==> config.mk <==
export PLATFORM = sky130hd
export DESIGN_NAME = ttc_timer16
export DESIGN_NICKNAME = d
export VERILOG_FILES = /design/src/ttc_pkg.sv /design/src/ttc_pin_sync.sv /design/src/ttc_out_chan.sv /design/src/ttc_timer16.sv
export SDC_FILE = /design/constraint.sdc
export NUM_CORES = 1
export LEC_CHECK = 0
export BUFFER_PORTS_ARGS = -buffer_cell sky130_fd_sc_hd__buf_2
export CAP_MARGIN = 30
export CELL_PAD_IN_SITES_DETAIL_PLACEMENT = 0
export CELL_PAD_IN_SITES_GLOBAL_PLACEMENT = 2
export CORE_ASPECT_RATIO = 1.75
export CORE_UTILIZATION = 36
export DETAILED_ROUTE_END_ITERATION = 6
export HOLD_SLACK_MARGIN = 0.15
export PLACE_DENSITY = 0.89
export SYNTH_ARGS = -nofsm -noshare
export SYNTH_HDL_FRONTEND = slang
export SYNTH_SLANG_ARGS = --single-unit
==> constraint.sdc <==
create_clock -name clk_sys_in -period 3.8 [get_ports clk_sys_in]
set_input_delay 0 -clock clk_sys_in [delete_from_list [all_inputs] [get_ports clk_sys_in]]
set_output_delay 0 -clock clk_sys_in [all_outputs]
set_load 0.005 [all_outputs]
==> src/ttc_pkg.sv <==
package ttc_pkg;
	localparam logic [3:0]  ADR_CTRL_A   = 4'h0;
	localparam logic [3:0]  ADR_CTRL_B   = 4'h1;
	localparam logic [3:0]  ADR_CTRL_C   = 4'h2;
	localparam logic [3:0]  ADR_CNT_LO   = 4'h4;
	localparam logic [3:0]  ADR_CNT_HI   = 4'h5;
	localparam logic [3:0]  ADR_CAP_LO   = 4'h6;
	localparam logic [3:0]  ADR_CAP_HI   = 4'h7;
	localparam logic [3:0]  ADR_CMPA_LO  = 4'h8;
	localparam logic [3:0]  ADR_CMPA_HI  = 4'h9;
	localparam logic [3:0]  ADR_CMPB_LO  = 4'hA;
	localparam logic [3:0]  ADR_CMPB_HI  = 4'hB;
	localparam logic [3:0]  ADR_IRQ_EN   = 4'hC;
	localparam logic [3:0]  ADR_IRQ_FLG  = 4'hD;
	localparam int          COMA_LSB     = 6;
	localparam int          COMB_LSB     = 4;
	localparam int          FILTER_BIT   = 7;
	localparam int          EDGE_BIT     = 6;
	localparam int          WGM_HI_LSB   = 3;
	localparam logic [7:0]  CTRL_B_WMASK = 8'hDF;
	localparam int          FORCE_A_BIT  = 7;
	localparam int          FORCE_B_BIT  = 6;
	localparam int          CAP_BIT      = 5;
	localparam int          CMPB_BIT     = 2;
	localparam int          CMPA_BIT     = 1;
	localparam int          OVF_BIT      = 0;
	localparam logic [7:0]  IRQ_MASK     = 8'h27;
	localparam logic [7:0]  RST_BYTE     = 8'h00;
	localparam logic [15:0] RST_WORD     = 16'h0000;
	localparam logic [3:0]  FILTER_ONES  = 4'hF;
	localparam logic [2:0]  SRC_STOP     = 3'h0;
	localparam logic [2:0]  SRC_DIV1     = 3'h1;
	localparam logic [2:0]  SRC_DIV8     = 3'h2;
	localparam logic [2:0]  SRC_DIV64    = 3'h3;
	localparam logic [2:0]  SRC_DIV256   = 3'h4;
	localparam logic [2:0]  SRC_DIV1024  = 3'h5;
	localparam logic [2:0]  SRC_EXT_FALL = 3'h6;
	localparam logic [2:0]  SRC_EXT_RISE = 3'h7;
	localparam int          PRE_W        = 10;
	localparam int          SH_8         = 3;
	localparam int          SH_64        = 6;
	localparam int          SH_256       = 8;
	localparam logic [15:0] TOP_MAX      = 16'hFFFF;
	localparam logic [15:0] TOP_8        = 16'h00FF;
	localparam logic [15:0] TOP_9        = 16'h01FF;
	localparam logic [15:0] TOP_10       = 16'h03FF;
	localparam logic [1:0]  COM_OFF      = 2'h0;
	localparam logic [1:0]  COM_TOG      = 2'h1;
	typedef enum logic [1:0] {CLS_PLAIN, CLS_FAST, CLS_PHASE} ttc_class_t;
	typedef enum logic [2:0] {SEL_MAX, SEL_8, SEL_9, SEL_10, SEL_CMPA,
		SEL_CAP} ttc_top_t;
	function automatic ttc_class_t mode_class(input logic [3:0] w);
		if (!w[3])
			return (w[1:0] == 2'h0) ? CLS_PLAIN : (w[2] ? CLS_FAST : CLS_PHASE);
		if (!w[2])
			return CLS_PHASE;
		return w[1] ? CLS_FAST : CLS_PLAIN;
	endfunction
	function automatic ttc_top_t top_sel(input logic [3:0] w);
		if (w[3])
			return (w[2:0] == 3'h5) ? SEL_MAX : (w[0] ? SEL_CMPA : SEL_CAP);
		unique case (w[1:0])
			2'h0: return w[2] ? SEL_CMPA : SEL_MAX;
			2'h1: return SEL_8;
			2'h2: return SEL_9;
			2'h3: return SEL_10;
		endcase
	endfunction
endpackage

==> src/ttc_pin_sync.sv <==
`timescale 1ns/1ps
module ttc_pin_sync (
	input  wire logic clk_sys_in,
	input  wire logic reset_in,
	input  wire logic raw_in,
	output logic      level_out
);
	typedef struct packed {
		logic s1;
		logic s2;
		logic s3;
		logic lvl;
	} ttc_sync_t;
	ttc_sync_t r;
	ttc_sync_t n;
	always_comb begin
		n    = r;
		n.s1 = raw_in;
		n.s2 = r.s1;
		n.s3 = r.s2;
		// level moves only once the second and third stages agree
		if (r.s2 == r.s3)
			n.lvl = r.s3;
	end
	always_ff @(posedge clk_sys_in or posedge reset_in) begin
		if (reset_in)
			r <= '0;
		else
			r <= n;
	end
	assign level_out = r.lvl;
endmodule

==> src/ttc_out_chan.sv <==
`timescale 1ns/1ps
module ttc_out_chan (
	input  wire logic                clk_sys_in,
	input  wire logic                reset_in,
	input  wire logic [1:0]          mode_in,
	input  wire ttc_pkg::ttc_class_t class_in,
	input  wire logic                toggle_ok_in,
	input  wire logic                match_in,
	input  wire logic                force_in,
	input  wire logic                top_in,
	input  wire logic                down_in,
	output logic                     pin_out,
	output logic                     en_out
);
	typedef struct packed {
		logic pin;
		logic en;
	} ttc_chan_t;
	ttc_chan_t r;
	ttc_chan_t n;
	logic      lvl;
	logic      hit;
	logic      pwm;
	always_comb begin
		n    = r;
		hit  = match_in || force_in;
		pwm  = class_in != ttc_pkg::CLS_PLAIN;
		n.en = mode_in != ttc_pkg::COM_OFF &&
			!(mode_in == ttc_pkg::COM_TOG && pwm && !toggle_ok_in);
		lvl  = mode_in[0];
		if (class_in == ttc_pkg::CLS_PHASE && down_in)
			lvl = !mode_in[0];
		if (mode_in == ttc_pkg::COM_TOG) begin
			if (hit && n.en)
				n.pin = !r.pin;
		end else if (mode_in[1]) begin
			if (hit)
				n.pin = lvl;
			else if (class_in == ttc_pkg::CLS_FAST && top_in)
				n.pin = !lvl;
		end
	end
	always_ff @(posedge clk_sys_in or posedge reset_in) begin
		if (reset_in)
			r <= '0;
		else
			r <= n;
	end
	assign pin_out = r.pin;
	assign en_out  = r.en;
endmodule

==> src/ttc_timer16.sv <==
// Functional notes
// - filter on: filtered capture level changes after four equal samples
// - edge select zero captures falling edges, one captures rising edges
// - capture copies counter into capture register and sets capture flag
// - capture function is off while capture register is the top value
// - clock source: stop, undivided, divide by 8, 64, 256, 1024
// - source 110 counts falling, 111 rising edges of external count pin
// - external pin counts even when it is driven as an output
// - force bit in non-pwm modes applies a match to the channel output
// - forced match sets no flag, raises no irq, never clears counter
// - force bits and the other six control c bits read as zero
// - all 16-bit registers pass through one shared high-byte latch
// - counter write suppresses all compare matches on next timer clock
// - each compare register is checked against counter every timer clock
// - capture source is the pin or optionally the comparator output
// - irq requested only when enable, global flag and status flag set
// - bits 7, 6, 4, 3 of enable and flag registers read zero
// - in capture-top modes capture flag sets when counter reaches top
// - compare flag sets in the timer clock after counter equals compare
// - flags clear on vector execution or on writing one
// - overflow flag sets on overflow in normal and clear modes
// - overflow at max, at top in fast pwm, at bottom in phase modes
`timescale 1ns/1ps
module ttc_timer16 (
	input  wire logic       clk_sys_in,
	input  wire logic       reset_in,
	input  wire logic [3:0] io_addr_in,
	input  wire logic [7:0] io_wdata_in,
	input  wire logic       io_we_in,
	input  wire logic       io_re_in,
	output logic      [7:0] io_rdata_out,
	input  wire logic       global_irq_en_in,
	input  wire logic [3:0] vec_ack_in,
	input  wire logic       capture_input_pin_in,
	input  wire logic       comparator_in,
	input  wire logic       capture_from_comparator_in,
	input  wire logic       external_count_pin_in,
	output logic            capture_irq_out,
	output logic            compare_b_irq_out,
	output logic            compare_a_irq_out,
	output logic            overflow_irq_out,
	output logic            compare_output_pin_a_out,
	output logic            compare_output_en_a_out,
	output logic            compare_output_pin_b_out,
	output logic            compare_output_en_b_out
);
	typedef struct packed {
		logic [7:0]  ctrl_a;
		logic [7:0]  ctrl_b;
		logic [7:0]  temp;
		logic [15:0] cnt;
		logic [15:0] cap;
		logic [15:0] cmp_a;
		logic [15:0] cmp_b;
		logic [7:0]  irq_en;
		logic [7:0]  flg;
		logic [7:0]  rdata;
		logic [9:0]  pre;
		logic [3:0]  filt;
		logic        filt_out;
		logic        cap_d;
		logic        ext_d;
		logic        down;
		logic        blk;
		logic [3:0]  irq;
	} ttc_core_t;

	ttc_core_t           r;
	ttc_core_t           n;
	logic [3:0]          wgm;
	ttc_pkg::ttc_class_t cls;
	ttc_pkg::ttc_top_t   sel;
	logic [15:0]         top;
	logic                cap_top;
	logic                at_top;
	logic                at_bot;
	logic                tick;
	logic                src;
	logic                cap_ev;
	logic                top_ev;
	logic                ma;
	logic                mb;
	logic                ov_ev;
	logic                dn;
	logic                frc_a;
	logic                frc_b;
	logic                pin_lvl;
	logic                cmp_lvl;
	logic                ext_lvl;

	ttc_pin_sync u_sync_cap (
		.clk_sys_in (clk_sys_in),
		.reset_in   (reset_in),
		.raw_in     (capture_input_pin_in),
		.level_out  (pin_lvl)
	);
	ttc_pin_sync u_sync_cmp (
		.clk_sys_in (clk_sys_in),
		.reset_in   (reset_in),
		.raw_in     (comparator_in),
		.level_out  (cmp_lvl)
	);
	// pin level is sampled whatever the pin direction
	ttc_pin_sync u_sync_ext (
		.clk_sys_in (clk_sys_in),
		.reset_in   (reset_in),
		.raw_in     (external_count_pin_in),
		.level_out  (ext_lvl)
	);

	always_comb begin
		n       = r;
		wgm     = {r.ctrl_b[ttc_pkg::WGM_HI_LSB +: 2], r.ctrl_a[1:0]};
		cls     = ttc_pkg::mode_class(wgm);
		sel     = ttc_pkg::top_sel(wgm);
		unique case (sel)
			ttc_pkg::SEL_MAX:  top = ttc_pkg::TOP_MAX;
			ttc_pkg::SEL_8:    top = ttc_pkg::TOP_8;
			ttc_pkg::SEL_9:    top = ttc_pkg::TOP_9;
			ttc_pkg::SEL_10:   top = ttc_pkg::TOP_10;
			ttc_pkg::SEL_CMPA: top = r.cmp_a;
			default:           top = r.cap;
		endcase
		cap_top = sel == ttc_pkg::SEL_CAP;
		at_top  = r.cnt == top;
		at_bot  = r.cnt == ttc_pkg::RST_WORD;
		n.pre   = r.pre + 10'h001;
		n.ext_d = ext_lvl;
		// timer clock select
		unique case (r.ctrl_b[2:0])
			ttc_pkg::SRC_STOP:     tick = 1'b0;
			ttc_pkg::SRC_DIV1:     tick = 1'b1;
			ttc_pkg::SRC_DIV8:     tick = &r.pre[ttc_pkg::SH_8-1:0];
			ttc_pkg::SRC_DIV64:    tick = &r.pre[ttc_pkg::SH_64-1:0];
			ttc_pkg::SRC_DIV256:   tick = &r.pre[ttc_pkg::SH_256-1:0];
			ttc_pkg::SRC_DIV1024:  tick = &r.pre;
			ttc_pkg::SRC_EXT_FALL: tick = r.ext_d && !ext_lvl;
			ttc_pkg::SRC_EXT_RISE: tick = !r.ext_d && ext_lvl;
		endcase
		// capture source, filter and edge detect
		src    = capture_from_comparator_in ? cmp_lvl : pin_lvl;
		n.filt = {r.filt[2:0], src};
		if (!r.ctrl_b[ttc_pkg::FILTER_BIT])
			n.filt_out = src;
		else if (r.filt == ttc_pkg::FILTER_ONES)
			n.filt_out = 1'b1;
		else if (r.filt == ~ttc_pkg::FILTER_ONES)
			n.filt_out = 1'b0;
		n.cap_d = r.filt_out;
		cap_ev  = r.filt_out != r.cap_d && !cap_top &&
			r.filt_out == r.ctrl_b[ttc_pkg::EDGE_BIT];
		top_ev  = tick && cap_top && at_top;
		// compare every timer clock unless a counter write blocks it
		ma      = tick && !r.blk && r.cnt == r.cmp_a;
		mb      = tick && !r.blk && r.cnt == r.cmp_b;
		unique case (cls)
			ttc_pkg::CLS_PLAIN: ov_ev = tick && r.cnt == ttc_pkg::TOP_MAX;
			ttc_pkg::CLS_FAST:  ov_ev = tick && at_top;
			default:            ov_ev = tick && at_bot;
		endcase
		// counter
		dn = r.down;
		if (tick) begin
			n.blk = 1'b0;
			if (cls == ttc_pkg::CLS_PHASE) begin
				if (at_top)
					dn = 1'b1;
				else if (at_bot)
					dn = 1'b0;
				n.down = dn;
				n.cnt  = dn ? r.cnt - 16'h0001 : r.cnt + 16'h0001;
			end else begin
				n.down = 1'b0;
				n.cnt  = at_top ? ttc_pkg::RST_WORD : r.cnt + 16'h0001;
			end
		end
		// register writes
		frc_a = 1'b0;
		frc_b = 1'b0;
		if (io_we_in) begin
			unique case (io_addr_in)
				ttc_pkg::ADR_CTRL_A: n.ctrl_a = io_wdata_in;
				ttc_pkg::ADR_CTRL_B: n.ctrl_b = io_wdata_in &
					ttc_pkg::CTRL_B_WMASK;
				ttc_pkg::ADR_CTRL_C: begin
					// strobes only act in non-pwm modes
					if (cls == ttc_pkg::CLS_PLAIN) begin
						frc_a = io_wdata_in[ttc_pkg::FORCE_A_BIT];
						frc_b = io_wdata_in[ttc_pkg::FORCE_B_BIT];
					end
				end
				ttc_pkg::ADR_CNT_HI,
				ttc_pkg::ADR_CAP_HI,
				ttc_pkg::ADR_CMPA_HI,
				ttc_pkg::ADR_CMPB_HI: n.temp = io_wdata_in;
				ttc_pkg::ADR_CNT_LO: begin
					n.cnt = {r.temp, io_wdata_in};
					n.blk = 1'b1;
				end
				ttc_pkg::ADR_CAP_LO:  n.cap   = {r.temp, io_wdata_in};
				ttc_pkg::ADR_CMPA_LO: n.cmp_a = {r.temp, io_wdata_in};
				ttc_pkg::ADR_CMPB_LO: n.cmp_b = {r.temp, io_wdata_in};
				ttc_pkg::ADR_IRQ_EN:  n.irq_en = io_wdata_in &
					ttc_pkg::IRQ_MASK;
				ttc_pkg::ADR_IRQ_FLG: n.flg = r.flg &
					~(io_wdata_in & ttc_pkg::IRQ_MASK);
				default: ;
			endcase
		end
		// register reads, low byte latches the high byte
		if (io_re_in) begin
			unique case (io_addr_in)
				ttc_pkg::ADR_CTRL_A: n.rdata = r.ctrl_a;
				ttc_pkg::ADR_CTRL_B: n.rdata = r.ctrl_b;
				ttc_pkg::ADR_CNT_LO: begin
					n.rdata = r.cnt[7:0];
					n.temp  = r.cnt[15:8];
				end
				ttc_pkg::ADR_CAP_LO: begin
					n.rdata = r.cap[7:0];
					n.temp  = r.cap[15:8];
				end
				ttc_pkg::ADR_CMPA_LO: begin
					n.rdata = r.cmp_a[7:0];
					n.temp  = r.cmp_a[15:8];
				end
				ttc_pkg::ADR_CMPB_LO: begin
					n.rdata = r.cmp_b[7:0];
					n.temp  = r.cmp_b[15:8];
				end
				ttc_pkg::ADR_CNT_HI,
				ttc_pkg::ADR_CAP_HI,
				ttc_pkg::ADR_CMPA_HI,
				ttc_pkg::ADR_CMPB_HI: n.rdata = r.temp;
				ttc_pkg::ADR_IRQ_EN:  n.rdata = r.irq_en;
				ttc_pkg::ADR_IRQ_FLG: n.rdata = r.flg;
				default:              n.rdata = ttc_pkg::RST_BYTE;
			endcase
		end
		// vector acknowledge clears, then hardware sets win
		if (vec_ack_in[3])
			n.flg[ttc_pkg::CAP_BIT] = 1'b0;
		if (vec_ack_in[2])
			n.flg[ttc_pkg::CMPB_BIT] = 1'b0;
		if (vec_ack_in[1])
			n.flg[ttc_pkg::CMPA_BIT] = 1'b0;
		if (vec_ack_in[0])
			n.flg[ttc_pkg::OVF_BIT] = 1'b0;
		if (cap_ev) begin
			n.cap = r.cnt;
			n.flg[ttc_pkg::CAP_BIT] = 1'b1;
		end
		if (top_ev)
			n.flg[ttc_pkg::CAP_BIT] = 1'b1;
		// forced strobes never reach the flags or the counter
		if (ma)
			n.flg[ttc_pkg::CMPA_BIT] = 1'b1;
		if (mb)
			n.flg[ttc_pkg::CMPB_BIT] = 1'b1;
		if (ov_ev)
			n.flg[ttc_pkg::OVF_BIT] = 1'b1;
		n.irq = {4{global_irq_en_in}} & {
			r.flg[ttc_pkg::CAP_BIT] & r.irq_en[ttc_pkg::CAP_BIT],
			r.flg[ttc_pkg::CMPB_BIT] & r.irq_en[ttc_pkg::CMPB_BIT],
			r.flg[ttc_pkg::CMPA_BIT] & r.irq_en[ttc_pkg::CMPA_BIT],
			r.flg[ttc_pkg::OVF_BIT] & r.irq_en[ttc_pkg::OVF_BIT]};
	end

	always_ff @(posedge clk_sys_in or posedge reset_in) begin
		if (reset_in)
			r <= '0;
		else
			r <= n;
	end

	ttc_out_chan u_chan_a (
		.clk_sys_in   (clk_sys_in),
		.reset_in     (reset_in),
		.mode_in      (r.ctrl_a[ttc_pkg::COMA_LSB +: 2]),
		.class_in     (cls),
		.toggle_ok_in (wgm[3]),
		.match_in     (ma && !(cls == ttc_pkg::CLS_FAST && r.cmp_a == top)),
		.force_in     (frc_a),
		.top_in       (tick && at_top),
		.down_in      (r.down),
		.pin_out      (compare_output_pin_a_out),
		.en_out       (compare_output_en_a_out)
	);
	ttc_out_chan u_chan_b (
		.clk_sys_in   (clk_sys_in),
		.reset_in     (reset_in),
		.mode_in      (r.ctrl_a[ttc_pkg::COMB_LSB +: 2]),
		.class_in     (cls),
		.toggle_ok_in (1'b0),
		.match_in     (mb && !(cls == ttc_pkg::CLS_FAST && r.cmp_b == top)),
		.force_in     (frc_b),
		.top_in       (tick && at_top),
		.down_in      (r.down),
		.pin_out      (compare_output_pin_b_out),
		.en_out       (compare_output_en_b_out)
	);

	assign io_rdata_out      = r.rdata;
	assign capture_irq_out   = r.irq[3];
	assign compare_b_irq_out = r.irq[2];
	assign compare_a_irq_out = r.irq[1];
	assign overflow_irq_out  = r.irq[0];
endmodule

-- Word level (Yosys, flattened, before mapping)
Cells that the tools add are included.
Widths: inputs -> output; s select.
- $add $sub $neg: 3
- equal/unequal tests: 47
- multiplexer cells: 74
- bitwise operators: 7
- reduce and logical (&&, ||, !) cells: 84
- operator list (operator ; count):
    $mux 16 ; 9
    $mux 88 ; 1
    $eq 16x16->1 ; 5
    $pmux 16 s5 ; 1
    $pmux 8 s9 ; 1
    $mux 1 ; 44
    $pmux 8 s4 ; 1
    $eq 4x4->1 const B ; 7
    $logic_and 1x1->1 ; 25
    $mux 8 ; 3
    $reduce_bool 3->1 ; 8
    $reduce_and 2->1 ; 11
    $eq 3x3->1 const B ; 7
    $add 16x1->16 const B ; 1
    $eq 16x16->1 const B ; 1
    $eq 4x3->1 const B ; 4
    $logic_not 16->1 ; 1
    $sub 16x1->16 const B ; 1
    $logic_not 1->1 ; 15
    $reduce_bool 2->1 ; 7
    $eq 3x2->1 const B ; 4
    $mux 2 ; 6
    $mux 3 ; 4
    $pmux 3 s4 ; 1
    other kinds (27) ; 47
- flip-flop bits (word level): 146
- input bits: 25
- output and inout port bits: 16
- logic and storage cells: 253

-- Logic depth before layout (Yosys ltp)
Gate-level depths: netlist of the first run.
- depth in word-level cells: 18
- mapped depth: 16
- mapped depth without buffers: 12

-- Cells and area by module
A second synthesis of the first run with hierarchy kept.
- cell total of the unflattened synthesis: 980
- area, all modules: 9117.5 µm²
- modules (own cells, without submodules) (module ; instances ; cells each ; area each (µm²) ; sequential area each (µm²)):
    ttc_timer16 ; 1 ; 922 ; 8369.3 ; 3153.0
    ttc_out_chan ; 2 ; 20 ; 201.4 ; 50.0
    ttc_pin_sync ; 3 ; 6 ; 115.1 ; 100.1

-- Least setup slack after synthesis of the first run
OpenSTA, ideal clock, no wires.
- kind: register to register
- from: register r[127] (netlist name)
- to: register r[104] (netlist name)
- setup time: 126 ps
- arrival: 3423 ps
- data required time: 3674 ps
- setup slack: 251 ps
- cell stages (with the launch flop): 15
- path buffers: 2
- clock period less this slack: 3549 ps
- cell sequence: dfrtp_1 inv_1 ha_1 clkbuf_1 nor2b_1 nand2_1 a22o_1 a22o_1 or4_4 nor4_4 or2_1 buf_6 mux2_2 a211oi_1 nor3_1
- RTL lines (item ; line ; text):
    from (decl) ; ttc_timer16.sv:68 ; ttc_core_t r;
    from (signal assigned) ; ttc_timer16.sv:273 ; r <= n;

-- Final worst setup path of the first run
- from: register r[123] (netlist name)
- to: register u_chan_b.r, in the netlist u_chan_b.pin_out
- longest elaborated chain between the ends: 12
- elaborated cells on any way between the ends: 38
- classes of those cells: 9 x eq/ne; 12 x mux; 17 x reduce/logical
- ends and longest elaborated chain (item ; line ; text):
    $mux 1 ; ttc_pkg.sv:60 ; if (w[3])
    $mux 3 ; ttc_pkg.sv:62 ; unique case (w[1:0])
    $eq 3x3->1 (tied with other cells) ; ttc_timer16.sv:116 ; unique case (sel)
    $pmux 16 s5 ; ttc_timer16.sv:116 ;
    $eq 16x16->1 ; ttc_timer16.sv:295 ; .match_in (mb && !(cls == ttc_pkg::CLS_FAST && r.cmp_b == top)),
    $logic_and 1x1->1 ; ttc_timer16.sv:295 ;
    $logic_not 1->1 ; ttc_timer16.sv:295 ;
    $logic_and 1x1->1 ; ttc_timer16.sv:295 ;
    $logic_or 1x1->1 ; ttc_out_chan.sv:26 ; hit = match_in || force_in;
    $logic_and 1x1->1 / $mux 1 (equally long branches) ; ttc_out_chan.sv:34, ttc_out_chan.sv:37 ;
    $ne 2x2->1 (no line) / $mux 1 (equally long branches) ; -- ;
    $reduce_and 3->1 (no line) / $mux 1 (equally long branches) ; -- ;
    to (signal assigned) ; ttc_out_chan.sv:47 ; r <= n;
    to (decl) ; ttc_out_chan.sv:19 ; ttc_chan_t r;
Several ways; a longest one is shown, not always the timed one. The select of a mux whose other input is x is not followed.
A chain may end at the register's enable or synchronous reset.

==> results of run 1 <==
## Yosys cell counts (7+ instances only)
master / number
clkbuf_1: 50
nand2_1: 86
a31oi_1: 12
nor2_1: 55
xor2_1: 47
inv_1: 31
xnor2_1: 18
o22ai_1: 25
a22oi_1: 15
o21ai_0: 45
mux2i_1: 33
nand4_1: 12
and2_1: 7
nand3_1: 40
o31ai_1: 7
nor4_1: 17
buf_4: 9
buf_2: 7
mux2_2: 56
a21oi_1: 41
dfrtp_1: 142
buf_1: 10
nor3_1: 39
nand2b_1: 9
and3_1: 22
a22o_1: 23
nor2b_1: 14
o211ai_1: 9
## kinds of logic after synthesis
| family | Yosys count | share of synthesized area (%) |
|---|---|---|
| xor gates and xnor gates | 65 | 6.31 |
| AOI/OAI and AO/OA | 240 | 18.2 |
| and+or+nand+nor | 329 | 18.8 |
| buffers and inverters | 111 | 5.52 |
| muxes | 90 | 10.8 |
| DFF | 142 | 39.4 |
| adders and majority gates | 8 | 1.03 |
## state kept, by name, indices dropped and copies added (netlist names), 2 cells and up
register,cells
io_rdata_out,8
u_sync_ext.n,2
u_sync_cmp.n,2
r,110
n,4
u_sync_cap.n,2
## through the flow
stage	hold slack (ns)	utilization (%)	area, um^2
detailed placement	0.113	39.6	9750
CTS	0.165	43.0	10600
global placement	0.108	39.4	9710
floorplan	0.0314	-	9030
finish	0.187	43.0	10600
global route	0.174	43.0	10600
## what timing repair did
item                                    CTS  global route
hold buffers                             23             0
endpoints found under the setup margin    0             8
hold endpoints to repair                222             0
resized for setup                         0             2
## placed cells by master, fill, tap and decap left out, drive strengths merged, types with 7 or more instances in the layout
| cell | netlist | routed |
|---|---|---|
| a21oi | 41 | 41 |
| a22o | 23 | 23 |
| a22oi | 15 | 15 |
| a31oi | 12 | 12 |
| and2 | 7 | 7 |
| and3 | 22 | 22 |
| buf | 30 | 101 |
| clkbuf | 50 | 17 |
| clkinv | 0 | 7 |
| dfrtp | 142 | 142 |
| dlygate4sd3 | 0 | 23 |
| inv | 31 | 37 |
| mux2 | 57 | 57 |
| mux2i | 33 | 33 |
| nand2 | 86 | 86 |
| nand2b | 9 | 9 |
| nand3 | 40 | 40 |
| nand4 | 12 | 12 |
| nor2 | 55 | 55 |
| nor2b | 15 | 15 |
| nor3 | 39 | 39 |
| nor4 | 18 | 18 |
| o211ai | 9 | 9 |
| o21ai | 45 | 45 |
| o22ai | 25 | 25 |
| o31ai | 7 | 7 |
| xnor2 | 18 | 18 |
| xor2 | 47 | 47 |
## power groups by stage
stage | logic, mW | registers [mW] | clock network, mW
4_1_cts | 2.85 | 2.54 | 1.73
5_1_grt | 3.11 | 2.59 | 1.79
6_report | 2.90 | 2.57 | 1.70
3_5_place_dp | 2.82 | 2.56 | 0
3_3_place_gp | 2.82 | 2.57 | 0
2_1_floorplan | 1.99 | 2.22 | 0
## per-layer routing
metal	track usage [%]	wire length, um	share of wire [%]	vias to the layer above
met3	5.04	1750	5.0	145
met1	29.7	12300	35	4087
met2	48.8	17600	51	360
met4	22.6	3000	8.7	0
li1	-	-	-	3732
met5	0	0	0	-
## final timing paths
check	startpoint	end	slack, ns	depth (start not counted)
min in group clk_sys_in	io_addr_in[2]	io_rdata_out[5]	0.19	4
max in group asynchronous	reset_in	io_rdata_out[2]	3.08	4
min reg2reg	u_sync_cmp.n[2]	u_sync_cmp.n[1]	0.35	0
min	reset_in	r[102]	0.19	4
max	r[123]	u_chan_b.pin_out	0.26	12
max reg2reg	r[123]	u_chan_b.pin_out	0.26	12
## critical path, cell delays in order (launching register included)
cell and delay, ns:
dfrtp_1 0.39, ha_1 0.44, buf_4 0.23, nand3_1 0.13, a222oi_1 0.35, o2111ai_1 0.18
nor4_1 0.30, o2111ai_1 0.22, o31ai_1 0.43, buf_4 0.20, mux2_2 0.33, o22ai_1 0.12
o32a_1 0.15
## cell type report
cell class | count | area [um^2]
repair buffers | 124 | 946
clock buffers | 17 | 425
fillers | 2411 | 14000
well taps | 312 | 390
inverters | 31 | 120
clock inverters | 15 | 188
multi-input cells | 732 | 4980
flip-flops and latches | 142 | 3550
==> summary.txt, run 1 <==
Critical path
  • Worst Path Required: 4.19 ns
  • CP Data Arrival Time: 3.93 ns
  • CP Launch Type: register
  • Critical path class: reg -> reg
  • Worst-path fanout max: 11
  • Critical Path Sink Type: register

Synthesis
  • Unique masters post-synth: 72
  • Syn_nets: 1015
  • Top FF cell, synth: dfrtp_1
  • Sequential cell area fraction in the yosys report: 39.4%
  • Average size of a mapped cell: 9.16 um^2
  • Area of the mapped netlist: 9020 um^2
  • Post-synth EDFFs: 0
  • Post-Synthesis Cells: 985
  • Yosys top cell by area: dfrtp_1
  • FFs w/ async S/R, synth: 100%
  • Area contributors post-synth: dfrtp_1 (39%), mux2_2 (7.0%), xor2_1 (4.6%)
  • Synth Register Bits: 142
  • Synth top area share: 39.4%
  • Syn. warnings: 0

Die
  • Die width: 122 um
  • # rows: 76
  • Initial Util: 36.6%
  • Core box area: 24600 um^2
  • # IOs: 41
  • Die ar.: 25700 um^2
  • Die height: 211 um

Clock tree
  • Root buffer cell: clkbuf_16
  • CTS tree: yes
  • Worst-Skew Late Latency: 0.45 ns
  • Cts bufs inserted: 17
  • Clock Pin Slew Worst Setup and Hold Paths: 0.07 ns
  • H-tree Lvls: 4
  • CTS sink cnt: 142
  • Clk buf depth: 2
  • Post-CTS Setup Bufs: 0

Placed design
  • Post-DP HPWL: 25.5 mm
  • Worst slack at placement: 0.149 ns
  • Placed Cells incl. Taps: 1318
  • PortBufs: 40
  • Gpl congestion: 0.965

Detailed routing
  • Routed WL: 34.6 mm
  • Iteration-0 DRC count of the detailed router: 617
  • Routed len/inst: 25.2 um
  • # DRC: 0
  • Final antenna-violating net count: 0
  • Via count: 8324
  • Via-to-Cell Ratio: 6.06
  • DRT Pass-1 Iters: 5

Layout
  • Layout cell share with drive strength beyond 1: 19.6%
  • Area Growth Syn to Fin: 17.5%
  • Layout Cells excl Fill: 1373
  • Final #Nets: 1078
  • N_diodes: 0

STA
  • Worst Tran Pin Value: 0.979 ns
  • Unrepaired setup endpoints after global routing: no
  • Final Hold Vio Count: 0
  • Rel. slew slack: 34.6%
  • Max Fclk: 0.282 GHz
  • PnR worst setup slack: 0.257 ns
  • Min Tclk post-route: 3.54 ns
  • Final setup violation count: 0
  • Setup TNS: 0 ns
  • Final slew viol count: 0
  • Final clock skew: 0.00581 ns
  • Post-route clock period utilization: 93.2%

Power
  • PwrDens: 676 nW/um^2
  • Static Leak: 4.64 nW
  • Combinational share of power: 40.4%
  • Sw frac: 44.5%
  • Clk pwr share: 23.8%
  • Largest vdd supply drop: 448 uV
  • Pint: 3.98 mW
  • Switch Pwr: 3.19 mW
  • Seq pwr share: 35.8%
  • Final Power: 7.17 mW

GRT
  • Vias in the first global route: 8334
  • Total gr overflow: 0
  • GRT Total Usage: 28.3%
  • Largest net degree at the start of global routing: 102
  • Antenna violations before repair: 0
  • First-pass GRT wire length: 52.0 mm

Worst hold path
  • HP Class: in -> async

Status
  • Status: finished, final reports clean

Run
  • Max Cap Viol: 0
Note: power is estimated with default switching activity, not from simulation.
==> inputs of run 2 (changes only) <==
Settings changed: CORE_UTILIZATION 36 to 43, PLACE_DENSITY 0.89 to 0.95.
Clock period 3.8 ns to 4.58 ns, I/O delays scaled along.
==> run 2 against run 1 <==
Utilization rose by 6.9 points. Worst hold slack better by 0.011 ns. First-iteration DRC count rose by 4.1%. Combinational power is 27% lower. Global-route usage is 4.3 points higher.
==> summary.txt, run 2 (synthesized netlist as in run 1, its figures left out) <==
Placed design
  • PortBufs: 40
  • Post-DP HPWL: 24.5 mm
  • Gpl congestion: 0.961

Clock tree
  • Hold buffers post-CTS: 24
  • Post-CTS Resized: 0
  • CTS tree: yes
  • H-tree Lvls: 4
  • Root buffer cell: clkbuf_16
  • CTS sink cnt: 142
  • Clk buf depth: 2
  • Cts bufs inserted: 17
  • Worst-Skew Late Latency: 0.45 ns
  • Clock Pin Slew Worst Setup and Hold Paths: 0.06 ns
  • Post-CTS Setup Bufs: 0

Worst hold path
  • HP Class: in -> reg

Critical path
  • CP Data Arrival Time: 4.69 ns
  • Most frequent CP cell: a22o_1
  • Cell Chain, Critical Path: inv_1 -> ha_1 -> nor2b_1 -> mux2_4 -> a22o_1 -> a22o_1 -> or4_4 -> nor4_4 -> or2_1 -> buf_4 -> nand4_1 -> a211o_1 -> o211ai_1
  • Critical path class: reg -> reg
  • Critical Path Sink Type: register
  • Worst Path Required: 4.94 ns
  • Max incr delay on CP: 0.57 ns
  • Worst-path fanout max: 15
  • CP Buf/Inv Count: 2
  • CP delay by family, top: simple AND/OR/NAND/NOR gates
  • CP Launch Type: register
  • Highest-delay cell along the critical path: or4_4

Status
  • Status: finished, final reports clean

STA
  • Min Tclk post-route: 4.33 ns
  • Max Fclk: 0.231 GHz
  • Final Hold Vio Count: 0
  • Final slew viol count: 0
  • Worst Tran Pin Value: 0.956 ns
  • Final setup violation count: 0
  • Final clock skew: 0.0109 ns
  • Setup TNS: 0 ns
  • Post-route clock period utilization: 94.6%
  • Unrepaired setup endpoints after global routing: no
  • Rel. slew slack: 36.1%

Detailed routing
  • DRT Pass-1 Iters: 7
  • Routed len/inst: 26.6 um
  • Iteration-0 DRC count of the detailed router: 642
  • Via-to-Cell Ratio: 6.50
  • Final antenna-violating net count: 0
  • # DRC: 0
  • Routed WL: 34.1 mm
  • Via count: 8317

GRT
  • First-pass GRT wire length: 51.5 mm
  • M1 GR Usage: 36.7%
  • Largest net degree at the start of global routing: 103
  • GRT Max-Usage Layer: met2
  • GRT Total Usage: 32.6%
  • M3 GR Usage: 5.97%
  • Antenna violations before repair: 0
  • Vias in the first global route: 8344
  • Met2 usage: 55.2%
  • Total gr overflow: 0

Layout
  • Multi-input gate area: 4970 um^2
  • Storage cell area: 3550 um^2
  • Top reg by flops: r
  • N_diodes: 0
  • Layout cell share with drive strength beyond 1: 16.9%
  • Final #Nets: 1050
  • Most common cell after layout, fill and taps aside: dfrtp_1
  • Number of flip-flops under the largest register name: 110
  • Area Growth Syn to Fin: 13.3%
  • Filler instances: 1929
  • Commonest non-fill, non-tap cells in the layout: dfrtp_1 (142), nand2_1 (86), mux2_2 (56)
  • Post-layout utilization of the core: 49.9%

Die
  • Core box area: 20500 um^2
  • Die width: 112 um
  • Initial Util: 44.1%
  • # IOs: 41
  • Die height: 194 um
  • Die ar.: 21600 um^2
  • # rows: 69

Power
  • PwrDens: 565 nW/um^2
  • Clk pwr share: 23.4%
  • Switch Pwr: 2.55 mW
  • Static Leak: 4.47 nW
  • Pint: 3.22 mW
  • Seq pwr share: 39.7%
  • Combinational share of power: 36.9%
  • Sw frac: 44.2%
  • Largest vdd supply drop: 334 uV

Run
  • Max Cap Viol: 0
==> run 2: cell types whose count changed in the layout (fill, tap and decap cells not counted), moves of 2 or more <==
cell           delta
buf_12            -3
inv_6             +6
dlygate4sd3_1     +2
clkinv_8          -5
inv_8             -4
buf_4            -27
clkinv_2          +2
==> run 2: final timing paths <==
kind / start / end / slack [ns] / depth (start not counted)
max reg2reg: r[127] / r[99] / 0.25 / 13
max: r[127] / r[99] / 0.25 / 13
min reg2reg: u_sync_cmp.n[2] / u_sync_cmp.n[1] / 0.35 / 0
min in group asynchronous: reset_in / r[103] / 0.57 / 4
min: capture_input_pin_in / u_sync_cap.n[2] / 0.20 / 2
max in group asynchronous: reset_in / n[11] / 2.78 / 6
==> run 2: layout make-up <==
class	instances	share of cell area [%]
Clock buffer	18	4.20
Clock inverter	13	1.26
Inverter	31	1.19
Multi-Input combinational cell	732	48.7
Sequential cell	142	34.8
Tap cell	248	3.04
Timing Repair Buffer	96	6.88
==> run 2: power by group through the flow <==
stage                     logic, mW  registers [mW]  clock network [mW]
after floorplan                1.65            1.84                   0
after global placement         2.06            2.28                   0
after detailed placement       2.07            2.28                   0
after global routing           2.30            2.31                1.41
final                          2.13            2.29                1.35
after CTS                      2.09            2.26                1.37
==> run 2: worst register-to-register path: cells and delay by family, from the launching register on <==
family	cells	cell delay, ns
AND/OR/NAND/NOR	5	1.64
AO/OA/AOI/OAI	4	0.88
flip-flops	1	0.48
adder cells (fa/ha/maj)	1	0.46
buffers and inverters	2	0.40
multiplexers	1	0.39
==> run 2: per-layer routing <==
metal	vias to the layer above	wire, um	share of wire [%]
li1	3679	-	-
met1	4129	12600	37
met2	389	17000	50
met3	120	1960	5.8
met4	0	2540	7.4
met5	-	0	0
==> run 2: stage by stage <==
stage	area (um^2)	hold WS (ns)	instances	power, mW	setup slack, ns
6_report	10200	0.198	1280	5.77	0.247
2_1_floorplan	9020	0.0314	985	3.50	0.770
5_1_grt	10200	0.204	1280	6.02	0.0230
4_1_cts	10200	0.177	1278	5.72	0.294
3_3_place_gp	9380	0.108	1223	4.34	0.406
3_5_place_dp	9380	0.109	1223	4.35	0.307
==> inputs of run 3 (changes only) <==
Settings changed: BUFFER_PORTS_ARGS -buffer_cell sky130_fd_sc_hd__buf_2 to not set, CORE_UTILIZATION 43 to 45, DONT_BUFFER_PORTS set to 1, SYNTH_HIERARCHICAL set to 1.
==> run 3 against run 2 <==
The flow now finishes with violations (DRC). Final cell count decreased by 2.7%. Clock skew increased by 0.00059 ns. Via count decreased by 2.4%. Critical path depth decreased by 3. Sequential power decreased by 7%. Worst hold slack got worse by 0.023 ns. Sequential share of layout area decreased by 0.11 points. Flip-flop and latch count unchanged.
==> summary.txt, run 3 <==
GRT
  • Antenna violations before repair: 1
  • Met2 usage: 55.5%
  • M3 GR Usage: 6.80%
  • Vias in the first global route: 8079
  • Largest net degree at the start of global routing: 81
  • GRT Total Usage: 32.9%
  • First-pass GRT wire length: 49.2 mm
  • M1 GR Usage: 33.7%
  • Total gr overflow: 0
  • GRT Max-Usage Layer: met2

Power
  • Static Leak: 4.45 nW
  • Seq pwr share: 38.5%
  • Switch Pwr: 2.31 mW
  • Sw frac: 41.9%
  • PwrDens: 537 nW/um^2
  • Pint: 3.20 mW
  • Largest vdd supply drop: 378 uV
  • Combinational share of power: 36.5%
  • Clk pwr share: 25.0%

Synthesis
  • Average size of a mapped cell: 9.30 um^2
  • Sequential cell area fraction in the yosys report: 39.0%
  • Synth top area share: 39.0%
  • Post-Synthesis Cells: 980
  • FFs w/ async S/R, synth: 100%
  • Post-synth EDFFs: 0
  • Syn_nets: 1010
  • Simple-Gate Fraction of Synth Area: 18.6%
  • Area contributors post-synth: dfrtp_1 (39%), mux2_2 (6.7%), xor2_1 (3.7%)
  • Mux share of post-synthesis cell area: 10.2%
  • Area of the mapped netlist: 9120 um^2
  • Unique masters post-synth: 81
  • Synth Area in Adders: 1.06%
  • Most frequent cells after synthesis: dfrtp_1 (142), nand2_1 (84), nor2_1 (57)
  • Syn. warnings: 6
  • Yosys top cell by area: dfrtp_1
  • Synth Register Bits: 142
  • XOR/XNOR Fraction of Synth Area: 6.82%
  • Largest family of logic cells by synthesized area: compound AO/OA/AOI/OAI gates
  • Top FF cell, synth: dfrtp_1
  • Top-count cell post-synth: dfrtp_1
  • Synth Area in Compound Gates: 18.9%

Die
  • Core box area: 19800 um^2
  • Die ar.: 20900 um^2
  • Die width: 110 um
  • # rows: 68
  • # IOs: 41
  • Initial Util: 46.0%
  • Die height: 190 um

STA
  • Post-route clock period utilization: 91.6%
  • Final setup violation count: 0
  • Final slew viol count: 0
  • Final clock skew: 0.0115 ns
  • Setup TNS: 0 ns
  • Final Hold Vio Count: 0
  • Worst Tran Pin Value: 1.12 ns
  • Unrepaired setup endpoints after global routing: no
  • Hold_ws: 0.175 ns
  • Rel. slew slack: 25.1%
  • Max Fclk: 0.238 GHz
  • Min Tclk post-route: 4.20 ns

Worst hold path
  • HP Class: in -> reg
  • Hold_sp: io_addr_in[2]
  • Hold Path Cell Cnt: 6
  • Hold endpoint: io_rdata_out[2]

Clock tree
  • H-tree Lvls: 4
  • Clk buf depth: 2
  • Worst-Skew Late Latency: 0.43 ns
  • Clock Pin Slew Worst Setup and Hold Paths: 0.07 ns
  • Cts bufs inserted: 17
  • CTS sink cnt: 142
  • Root buffer cell: clkbuf_16
  • CTS tree: yes

Critical path
  • Worst Path Required: 4.89 ns
  • CP Data Arrival Time: 4.50 ns
  • Worst-path fanout max: 19
  • R2R Path End: r[101]
  • Max incr delay on CP: 0.69 ns
  • RR Startpoint: r[123]
  • Highest-delay cell along the critical path: a211oi_2
  • Reg2Reg Setup Slack: 0.38 ns
  • Critical path class: reg -> reg
  • CP Launch Type: register
  • Critical Path Sink Type: register
  • R2R cell count: 10
  • Most frequent CP cell: a2111oi_0
  • Cell Chain, Critical Path: ha_1 -> a211oi_2 -> a211oi_1 -> a2111oi_0 -> nand4_1 -> nor4_1 -> or2_2 -> nor2_1 -> a2111oi_0 -> nor3_1

Placed design
  • Placed Cells incl. Taps: 1172
  • Post-DP HPWL: 23.1 mm
  • Gpl congestion: 0.987
  • PortBufs: 0

Detailed routing
  • DRT Pass-1 Iters: 7
  • Routed len/inst: 26.6 um
  • Routed WL: 33.1 mm
  • Via-to-Cell Ratio: 6.52
  • Via count: 8116
  • Iteration-0 DRC count of the detailed router: 654
  • # DRC: 15
  • Final antenna-violating net count: 0

Layout
  • Most common cell after layout, fill and taps aside: dfrtp_1
  • Top reg by flops: r
  • Layout cell share with drive strength beyond 1: 13.9%
  • Layout Cells excl Fill: 1245
  • Area Growth Syn to Fin: 12.4%
  • Final #Nets: 1016
  • Commonest non-fill, non-tap cells in the layout: dfrtp_1 (142), nand2_1 (84), nor2_1 (56)
  • Filler instances: 1807
  • Number of flip-flops under the largest register name: 110

Run
  • Max Cap Viol: 0

Status
  • Status: finished, violations left
  • Failing checks: DRC
run 3: cell types whose count changed in the layout (fill, tap and decap cells not counted), moves of 5 or more:
cell           delta
nand3_1          -12
a2111oi_0         +5
nor3_1            -6
buf_4            -12
xor2_1            -8
xnor2_1          +14
inv_1            +11
a31o_2            -5
a311oi_1          -6
dlygate4sd3_1    +14
buf_2            -40
o22ai_1           -5
or3_1             +9
run 3: area by class of cell:
type,instances,area (um^2),share of cell area [%]
multi-input cells,722,5070,49.5
well taps,245,307,2.99
flip-flops and latches,142,3550,34.7
clock inverters,12,135,1.32
repair buffers,61,572,5.58
diodes,1,2.50,0.0244
clock buffers,20,447,4.36
inverters,42,163,1.59
run 3: worst max path at each step:
stage               startpoint         endpoint  slack, ns  depth (start not counted)
floorplan             reset_in  capture_irq_out       1.22                          1
global placement        r[123]           r[101]       0.49                         10
detailed placement      r[123]           r[101]       0.44                         10
CTS                     r[123]           r[101]       0.41                         10
global route            r[123]           r[101]       0.09                         10
finish                  r[123]           r[101]       0.38                         10
run 3: critical path, delay by kind of cell, from the launching register on:
kind            cells  cell delay, ns
fa+ha+maj           1            0.52
flops               1            0.48
simple gates        5            1.19
compound gates      4            1.88
run 3: kinds of logic (layout without fill, tap and decap cells):
| group | after synthesis | count (layout) |
|---|---|---|
| other cells | 1 | 2 |
| mux | 86 | 86 |
| flops | 142 | 142 |
| buf+inv | 116 | 135 |
| fa+ha+maj | 8 | 8 |
| simple gates | 321 | 321 |
| xor+xnor | 71 | 71 |
| compound gates | 235 | 235 |
run 3: metal layers:
layer | vias up | share of wire (%)
met5 | - | 0
met4 | 0 | 9.8
met3 | 176 | 6.2
met2 | 381 | 50
met1 | 3957 | 34
li1 | 3602 | -
run 3: repair_timing:
item / CTS / global route
buffers inserted: 0 / 0
hold endpoints to repair: 175 / 0
gates resized for setup: 0 / 0
hold buffers: 39 / 0
run 3: power groups by stage:
stage	clock, mW	sequential, mW	combinational [mW]
2_1_floorplan	0	1.80	1.52
3_3_place_gp	0	2.09	1.89
3_5_place_dp	0	2.10	1.88
4_1_cts	1.40	2.08	1.96
5_1_grt	1.44	2.13	2.17
6_report	1.38	2.12	2.01
run 3: stage by stage:
step	total power, mW	worst slack (ns)	instance area, um^2	utilization, %
5_1_grt	5.75	0.0853	10300	51.7
3_5_place_dp	3.98	0.436	9270	46.8
3_3_place_gp	3.98	0.493	9230	46.6
4_1_cts	5.44	0.413	10200	51.7
2_1_floorplan	3.33	1.22	9120	-
6_report	5.51	0.383	10300	51.7
